### config.mk
export PLATFORM = sky130hd
export DESIGN_NAME = rbt_top
export DESIGN_NICKNAME = d
export VERILOG_FILES = /design/src/logic/rbt_pkg.sv /design/src/logic/rbt_half_if.sv /design/src/logic/rbt_slice.sv /design/src/logic/rbt_top.sv
export VERILOG_INCLUDE_DIRS = /design/src /design/src/logic
export SDC_FILE = /design/constraint.sdc
export NUM_CORES = 1
export LEC_CHECK = 0
export ABC_AREA = 0
export BUFFER_PORTS_ARGS = -buffer_cell sky130_fd_sc_hd__buf_2
export CORE_ASPECT_RATIO = 1.4
export CORE_MARGIN = 3
export CORE_UTILIZATION = 45
export CTS_BUF_LIST = sky130_fd_sc_hd__clkbuf_8 sky130_fd_sc_hd__clkbuf_16
export CTS_CLUSTER_DIAMETER = 50
export DETAILED_ROUTE_END_ITERATION = 8
export PLACE_DENSITY = 0.65
export SYNTH_ARGS = -nofsm -noshare
export SYNTH_HDL_FRONTEND = slang
export SYNTH_SLANG_ARGS = --single-unit
### constraint.sdc
create_clock -name core_clk -period 3.1 [get_ports core_clk]
set_clock_uncertainty 0.2 [all_clocks]
set_input_delay 0.62 -clock core_clk [delete_from_list [all_inputs] [get_ports core_clk]]
set_output_delay 0.62 -clock core_clk [all_outputs]
set_load 0.05 [all_outputs]
### src/logic/rbt_regs.svh
// Constants for the registered bus transceiver
`ifndef RBT_REGS_SVH
`define RBT_REGS_SVH
`define RBT_BUS_W 16
`define RBT_BYTE_W 8
`define RBT_HALVES 2
`define RBT_STORE_RST 16'h0000
`endif

### src/logic/rbt_pkg.sv
// Types for the registered bus transceiver
`include "rbt_regs.svh"
package rbt_pkg;
  typedef logic [`RBT_BYTE_W-1:0] rbt_byte_t;
  typedef enum logic [1:0] {RBT_ISOLATE, RBT_A_TO_B, RBT_B_TO_A, RBT_BOTH} rbt_mode_t;
endpackage

### src/logic/rbt_half_if.sv
// Per-half control bundle between the top and the byte slice
`timescale 1ns/1ps
`default_nettype none
interface rbt_half_if;
  logic a_to_b_drive_enable;
  logic b_to_a_drive_enable_low;
  logic a_cap_rise;
  logic b_cap_rise;
  logic b_output_source_select;
  logic a_output_source_select;
  modport top (output a_to_b_drive_enable, b_to_a_drive_enable_low, a_cap_rise, b_cap_rise,
    b_output_source_select, a_output_source_select);
  modport slice (input a_to_b_drive_enable, b_to_a_drive_enable_low, a_cap_rise, b_cap_rise,
    b_output_source_select, a_output_source_select);
endinterface
`default_nettype wire

### src/logic/rbt_slice.sv
// One byte half: storage registers and output selection
`timescale 1ns/1ps
`default_nettype none
`include "rbt_regs.svh"
module rbt_slice
  import rbt_pkg::*;
(
  input wire logic core_clk,
  input wire logic rst_b,
  rbt_half_if.slice ctl,
  input wire rbt_byte_t a_in,
  input wire rbt_byte_t b_in,
  output var rbt_byte_t a_out_ff,
  output var rbt_byte_t b_out_ff,
  output var logic a_oe_ff,
  output var logic b_oe_ff
);
  rbt_byte_t a_port_storage_register_ff;
  rbt_byte_t b_port_storage_register_ff;
  wire rbt_byte_t nxt_b_out;
  wire rbt_byte_t nxt_a_out;
  wire logic nxt_b_oe;
  wire logic nxt_a_oe;

  // Enable decode and source selection
  assign nxt_b_oe = ctl.a_to_b_drive_enable;
  assign nxt_a_oe = ~ctl.b_to_a_drive_enable_low;
  assign nxt_b_out = ctl.b_output_source_select ? a_port_storage_register_ff : a_in;
  assign nxt_a_out = ctl.a_output_source_select ? b_port_storage_register_ff : b_in;

  // Storage loads on capture rise only, never gated by enables or selects
  always_ff @(posedge core_clk or negedge rst_b)
  begin
    if (!rst_b)
    begin
      a_port_storage_register_ff <= rbt_byte_t'(`RBT_STORE_RST);
      b_port_storage_register_ff <= rbt_byte_t'(`RBT_STORE_RST);
    end
    else
    begin
      if (ctl.a_cap_rise)
        a_port_storage_register_ff <= a_in;
      if (ctl.b_cap_rise)
        b_port_storage_register_ff <= b_in;
    end
  end

  // Registered port drive; both may drive for loop-back or exchange
  always_ff @(posedge core_clk or negedge rst_b)
  begin
    if (!rst_b)
    begin
      a_out_ff <= '0;
      b_out_ff <= '0;
      a_oe_ff <= 1'b0;
      b_oe_ff <= 1'b0;
    end
    else
    begin
      a_out_ff <= nxt_a_out;
      b_out_ff <= nxt_b_out;
      a_oe_ff <= nxt_a_oe;
      b_oe_ff <= nxt_b_oe;
    end
  end

  // Storage holds without a capture rise
  property p_a_hold;
    @(posedge core_clk) disable iff (!rst_b)
    !ctl.a_cap_rise |=> $stable(a_port_storage_register_ff);
  endproperty
  a_a_hold: assert property (p_a_hold) else $error("A store changed without capture");

  property p_b_load;
    @(posedge core_clk) disable iff (!rst_b)
    ctl.b_cap_rise |=> b_port_storage_register_ff == $past(b_in);
  endproperty
  a_b_load: assert property (p_b_load) else $error("B store missed capture");

  property p_b_stored;
    @(posedge core_clk) disable iff (!rst_b)
    ctl.a_to_b_drive_enable && ctl.b_output_source_select && !ctl.a_cap_rise
      |=> b_oe_ff && b_out_ff == a_port_storage_register_ff;
  endproperty
  a_b_stored: assert property (p_b_stored) else $error("B not showing A store");

  property p_a_live;
    @(posedge core_clk) disable iff (!rst_b)
    !ctl.b_to_a_drive_enable_low && !ctl.a_output_source_select |=> a_oe_ff && a_out_ff == $past(b_in);
  endproperty
  a_a_live: assert property (p_a_live) else $error("A not following B");

  property p_b_live;
    @(posedge core_clk) disable iff (!rst_b)
    ctl.a_to_b_drive_enable && !ctl.b_output_source_select |=> b_out_ff == $past(a_in);
  endproperty
  a_b_live: assert property (p_b_live) else $error("B not following A");

  property p_a_stored;
    @(posedge core_clk) disable iff (!rst_b)
    !ctl.b_to_a_drive_enable_low && ctl.a_output_source_select && !ctl.b_cap_rise
      |=> a_out_ff == b_port_storage_register_ff;
  endproperty
  a_a_stored: assert property (p_a_stored) else $error("A not showing B store");

  property p_iso;
    @(posedge core_clk) disable iff (!rst_b)
    !ctl.a_to_b_drive_enable && ctl.b_to_a_drive_enable_low |=> !a_oe_ff && !b_oe_ff;
  endproperty
  a_iso: assert property (p_iso) else $error("Port driven in isolation");

  property p_a_load;
    @(posedge core_clk) disable iff (!rst_b)
    ctl.a_cap_rise |=> a_port_storage_register_ff == $past(a_in);
  endproperty
  a_a_load: assert property (p_a_load) else $error("A store missed capture");
endmodule // rbt_slice
`default_nettype wire

### src/logic/rbt_top.sv
// Top of the 16-bit registered bus transceiver
//
// Summary of operation
// - Path splits into two byte halves, each with own controls.
// - Each register loads from its port on its own capture rise.
// - Without a capture rise, register contents hold.
// - Capture is never gated by enables or selects.
// - A-to-B enable high drives B; low B-to-A enable drives A.
// - Isolation floats both ports; registers still load.
// - B drives live A when its select is low.
// - B drives A storage when its select is high.
// - A drives live B when its select is low.
// - A drives B storage when its select is high.
// - Capture during live transfer loads without disturbing transfer.
// - Input data may go to either or both registers.
// - Both ports live driving reinforce their own levels.
// - Both driving with stored selects exchange register contents.
`timescale 1ns/1ps
`default_nettype none
`include "rbt_regs.svh"
module rbt_top
  import rbt_pkg::*;
(
  input wire logic core_clk,
  input wire logic rst_b,
  input wire logic [`RBT_HALVES-1:0] a_to_b_drive_enable,
  input wire logic [`RBT_HALVES-1:0] b_to_a_drive_enable_low,
  input wire logic [`RBT_HALVES-1:0] a_port_capture_clock,
  input wire logic [`RBT_HALVES-1:0] b_port_capture_clock,
  input wire logic [`RBT_HALVES-1:0] b_output_source_select,
  input wire logic [`RBT_HALVES-1:0] a_output_source_select,
  input wire logic [`RBT_BUS_W-1:0] port_a_lines_i,
  output var logic [`RBT_BUS_W-1:0] port_a_lines_o,
  output var logic [`RBT_BUS_W-1:0] port_a_lines_oe,
  input wire logic [`RBT_BUS_W-1:0] port_b_lines_i,
  output var logic [`RBT_BUS_W-1:0] port_b_lines_o,
  output var logic [`RBT_BUS_W-1:0] port_b_lines_oe
);
  // ************************************************
  // Pin synchronisers: three stages, change once stages 2 and 3 agree
  // ************************************************
  localparam int CW = 6 * `RBT_HALVES;
  logic [CW-1:0] c_s1_ff, c_s2_ff, c_s3_ff, c_q_ff, c_q_d_ff;
  logic [`RBT_BUS_W-1:0] a_s1_ff, a_s2_ff, a_s3_ff, a_q_ff;
  logic [`RBT_BUS_W-1:0] b_s1_ff, b_s2_ff, b_s3_ff, b_q_ff;
  wire logic [CW-1:0] c_raw;
  wire logic [CW-1:0] nxt_c_q;
  wire logic [`RBT_BUS_W-1:0] nxt_a_q;
  wire logic [`RBT_BUS_W-1:0] nxt_b_q;

  // Filter helper: accept the new level only when stages agree
  function automatic logic [`RBT_BUS_W-1:0] agree(input logic [`RBT_BUS_W-1:0] s2,
    input logic [`RBT_BUS_W-1:0] s3, input logic [`RBT_BUS_W-1:0] q);
    agree = (s2 & s3) | (q & (s2 | s3));
  endfunction

  assign c_raw = {a_to_b_drive_enable, b_to_a_drive_enable_low, a_port_capture_clock,
    b_port_capture_clock, b_output_source_select, a_output_source_select};
  assign nxt_c_q = (c_s2_ff & c_s3_ff) | (c_q_ff & (c_s2_ff | c_s3_ff));
  assign nxt_a_q = agree(a_s2_ff, a_s3_ff, a_q_ff);
  assign nxt_b_q = agree(b_s2_ff, b_s3_ff, b_q_ff);

  // Synchroniser stages for controls and data
  always_ff @(posedge core_clk or negedge rst_b)
  begin
    if (!rst_b)
    begin
      c_s1_ff <= '0;
      c_s2_ff <= '0;
      c_s3_ff <= '0;
      c_q_ff <= '0;
      c_q_d_ff <= '0;
      a_s1_ff <= '0;
      a_s2_ff <= '0;
      a_s3_ff <= '0;
      a_q_ff <= '0;
      b_s1_ff <= '0;
      b_s2_ff <= '0;
      b_s3_ff <= '0;
      b_q_ff <= '0;
    end
    else
    begin
      c_s1_ff <= c_raw;
      c_s2_ff <= c_s1_ff;
      c_s3_ff <= c_s2_ff;
      c_q_ff <= nxt_c_q;
      c_q_d_ff <= c_q_ff;
      a_s1_ff <= port_a_lines_i;
      a_s2_ff <= a_s1_ff;
      a_s3_ff <= a_s2_ff;
      a_q_ff <= nxt_a_q;
      b_s1_ff <= port_b_lines_i;
      b_s2_ff <= b_s1_ff;
      b_s3_ff <= b_s2_ff;
      b_q_ff <= nxt_b_q;
    end
  end

  // ************************************************
  // Byte halves
  // ************************************************
  localparam int H = `RBT_HALVES;
  wire logic [H-1:0] ab_en = c_q_ff[6*H-1 -: H];
  wire logic [H-1:0] ba_en_low = c_q_ff[5*H-1 -: H];
  wire logic [H-1:0] cap_a = c_q_ff[4*H-1 -: H];
  wire logic [H-1:0] cap_a_d = c_q_d_ff[4*H-1 -: H];
  wire logic [H-1:0] cap_b = c_q_ff[3*H-1 -: H];
  wire logic [H-1:0] cap_b_d = c_q_d_ff[3*H-1 -: H];
  wire logic [H-1:0] sel_b = c_q_ff[2*H-1 -: H];
  wire logic [H-1:0] sel_a = c_q_ff[H-1:0];

  logic [H-1:0] a_oe_half;
  logic [H-1:0] b_oe_half;

  // Each half gets its own controls and rising-edge detection
  for (genvar g = 0; g < H; g++)
  begin : g_half
    rbt_half_if hif();
    localparam int LO = g * `RBT_BYTE_W;
    assign hif.a_to_b_drive_enable = ab_en[g];
    assign hif.b_to_a_drive_enable_low = ba_en_low[g];
    assign hif.a_cap_rise = cap_a[g] & ~cap_a_d[g];
    assign hif.b_cap_rise = cap_b[g] & ~cap_b_d[g];
    assign hif.b_output_source_select = sel_b[g];
    assign hif.a_output_source_select = sel_a[g];
    rbt_slice u_slice (
      .core_clk(core_clk),
      .rst_b(rst_b),
      .ctl(hif),
      .a_in(a_q_ff[LO +: `RBT_BYTE_W]),
      .b_in(b_q_ff[LO +: `RBT_BYTE_W]),
      .a_out_ff(port_a_lines_o[LO +: `RBT_BYTE_W]),
      .b_out_ff(port_b_lines_o[LO +: `RBT_BYTE_W]),
      .a_oe_ff(a_oe_half[g]),
      .b_oe_ff(b_oe_half[g])
    );
  end

  // Spread per-half enables over every line; registered for clean outputs
  always_ff @(posedge core_clk or negedge rst_b)
  begin
    if (!rst_b)
    begin
      port_a_lines_oe <= '0;
      port_b_lines_oe <= '0;
    end
    else
    begin
      port_a_lines_oe <= {{`RBT_BYTE_W{a_oe_half[1]}}, {`RBT_BYTE_W{a_oe_half[0]}}};
      port_b_lines_oe <= {{`RBT_BYTE_W{b_oe_half[1]}}, {`RBT_BYTE_W{b_oe_half[0]}}};
    end
  end

  // Halves are independent: enabling one B half leaves the other floating
  property p_half_indep;
    @(posedge core_clk) disable iff (!rst_b)
    (ab_en == 2'b01) ##1 (ab_en == 2'b01) |=> port_b_lines_oe == 16'h00ff;
  endproperty
  a_half_indep: assert property (p_half_indep) else $error("Half enables not independent");
endmodule // rbt_top
`default_nettype wire

==> out/qor.yml <==
synthesis:
  netlist_instances: 402
  syn_nets: 448
  syn_area_mm2: 0.007895
  avgSynthCellArea_um2: 19.64
  netlist.area_leader.share_pct: 79.87
  yosysSeqAreaShare_pct: 79.87
  ys_top_cells_by_area: "dfrtp_1, mux2_4, maj3_1, mux2_2, buf_4"
  synth_cell_types: 9
  yosysTopAreaCell: "dfrtp_1"
  yosys_warnings: 0
  ys_ff_latch: 252
clock_tree:
  cts_tree: "built"
  clk_latency_ps: 500
  cts_root_buf: "clkbuf_16"
  clockBufferDepth: 3
  numCtsBuffers: 24
  ctsResizeCount: 0
  hold_buffers: 10
  cts_max_level: 1
  path_clk_slew_ps: 60
  cts_sinks: 252
  cts_setup_buffers: 0
setup_path:
  r2r_cells: 2
  crit_fanout: 8
  required_ps: 2280
  critPathTopFamily: "flip-flops"
  slowest_stage: "dfrtp_1"
  reg2reg_to: "g_half[0].u_slice.b_port_storage_register_ff[5]"
  cp_num_buf_inv: 1
  r2r_slack_ps: 1530
  worstPathArrival_ps: 1210
  critical_path_class: "register to output pin"
  critical-path-max-stage-delay_ps: 420
  critical_path.cell_chain: "buf_2"
  worstSetupEndpointType: "output pin"
  r2r_start: "c_q_ff[4]"
  cp-start-kind: "register"
flow_run:
  maxCapViolCount: 0
route:
  drt_wl_total_mm: 11.15
  drc: 0
  first_iter_violations: 196
  firstDrtPassIters: 3
  ant_nets: 0
  wl_per_cell_um: 14.57
  via_per_inst: 4.418
  num_vias: 3380
global_routing:
  grt_usage_pct: 11.99
  grt_pass1_wl_mm: 18.75
  antenna_found_initial: 0
  grt.overflow.total: 0
  grt_max_degree: 85
  first_global_vias: 3652
floorplan:
  rows: 56
  die_area_mm2: 0.01919
  fp.dieH_um: 162.7
  io_pins: 110
  core_mm2: 0.01696
  start_util_pct: 46.56
  die_width_um: 117.9
worst_hold_path:
  hold_depth: 1
  hp-start: "port_b_lines_i[14]"
  min_path_type: "input port to register"
  min_to: "b_s1_ff[14]"
timing:
  finalSetupViolCount: 0
  fmax_mhz: 491.6
  hold_viol: 0
  period_minus_slack_ps: 2034
  tns_ps: 0
  period_share_pct: 65.62
  slew_violations: 0
  slew_headroom_pct: 54.78
  tightest_slew_ps: 678.4
  rsz0062_at_grt: "no"
power:
  p_per_area_mw_per_mm2: 830.6
  irDropWorstVdd_v: 0.0004575
  leakage_nw: 4.394
final_layout:
  fin_nets: 563
  multiInputGateArea_mm2: 0.001306
  nFillCells: 1363
  register_area_mm2: 0.006306
  drive_gt1_share_pct: 40.53
  syn_to_final_growth_pct: 19.41
  antenna_cells: 0
  stdcell_count: 765
placed_design:
  place_inst: 713
  gp_congestion: 0.6390
  port_buffers: 109
  place_hpwl_mm: 6.977
run_status:
  status: "finished clean"
-- logic make-up (layout without fill, tap and decap cells) --
logic type / after synthesis / after routing / synth area share [%]
adder cells (fa/ha/maj): 44 / 44 / 5.578
buffers and inverters: 38 / 169 / 3.582
flip-flops: 252 / 252 / 79.87
multiplexers: 64 / 64 / 10.65
AND/OR/NAND/NOR: 4 / 4 / 0.3169
-- layer usage --
metal	wire, µm	up-vias	GRT usage (%)
met5	0	-	0
met4	255	0	4.587
met3	552	23	2.641
met2	5457	83	18.87
met1	4883	1733	16.59
li1	-	1541	-
-- report_power, final --
group	internal, mW	switching [mW]	total, mW
clock network	1.66	1.14	2.79
registers	3.67	0.198	3.87
logic	0.430	0.741	1.17
-- final cells by class --
type | instances | area share, %
multi-input cells | 112 | 13.86
repair buffers | 125 | 7.830
well taps | 232 | 3.079
inverters | 2 | 0.07963
clock buffers | 30 | 7.366
clock inverters | 12 | 0.9025
flip-flops and latches | 252 | 66.89
-- worst max path at each step --
stage	from	end	slack, ps	cells past startpoint
after global placement	rst_b	a_s3_ff[13]	1550	2
final	port_a_lines_oe[7]	port_a_lines_oe[3]	1070	1
after global routing	port_a_lines_oe[7]	port_a_lines_oe[0]	980	1
after floorplan	port_a_lines_oe[8]	port_a_lines_oe[10]	1280	1
after CTS	port_a_lines_oe[7]	port_a_lines_oe[3]	1030	1
after detailed placement	rst_b	c_s2_ff[7]	1520	2
-- stage by stage --
stage	worst slack [ps]	area [µm²]	utilization [%]	hold WS, ps	power [mW]
after CTS	1031	9428	55.60	0.9266	7.945
after detailed placement	1520	8548	50.41	134.7	5.100
after global placement	1550	8548	50.41	131.2	5.065
final	1066	9428	55.60	23.95	7.831
after global routing	976.0	9428	55.60	2.979	8.178
after floorplan	1284	7895	-	124.4	4.809
-- cells in the final DEF (no fill, tap or decap) --
master,instances
buf_12,3
buf_2,108
buf_4,3
buf_8,1
bufinv_16,1
clkbuf_16,25
clkbuf_8,5
clkinv_2,4
clkinv_4,1
clkinvlp_4,1
dfrtp_1,252
dlygate4sd3_1,10
inv_1,7
maj3_1,44
mux2_2,32
mux2_4,32
nand2b_1,4
-- cell usage after synthesis (all sizes together) --
| cell type | instances |
|---|---|
| maj3 | 44 |
| dfrtp | 252 |
| nand2b | 4 |
| inv | 2 |
| buf | 36 |
| mux2 | 64 |
-- flip-flops by register name, summed over array words and instances, names as in the netlist, 16 cells and up --
register	count
b_s3_ff	16
a_s3_ff	16
a_s2_ff	16
g_half.u_slice.a_out_ff	16
b_q_ff	16
a_s1_ff	16
a_q_ff	16
g_half.u_slice.a_port_storage_register_ff	16
b_s1_ff	16
b_s2_ff	16
g_half.u_slice.b_out_ff	16
g_half.u_slice.b_port_storage_register_ff	16
Power figures use the tool's default switching activity.
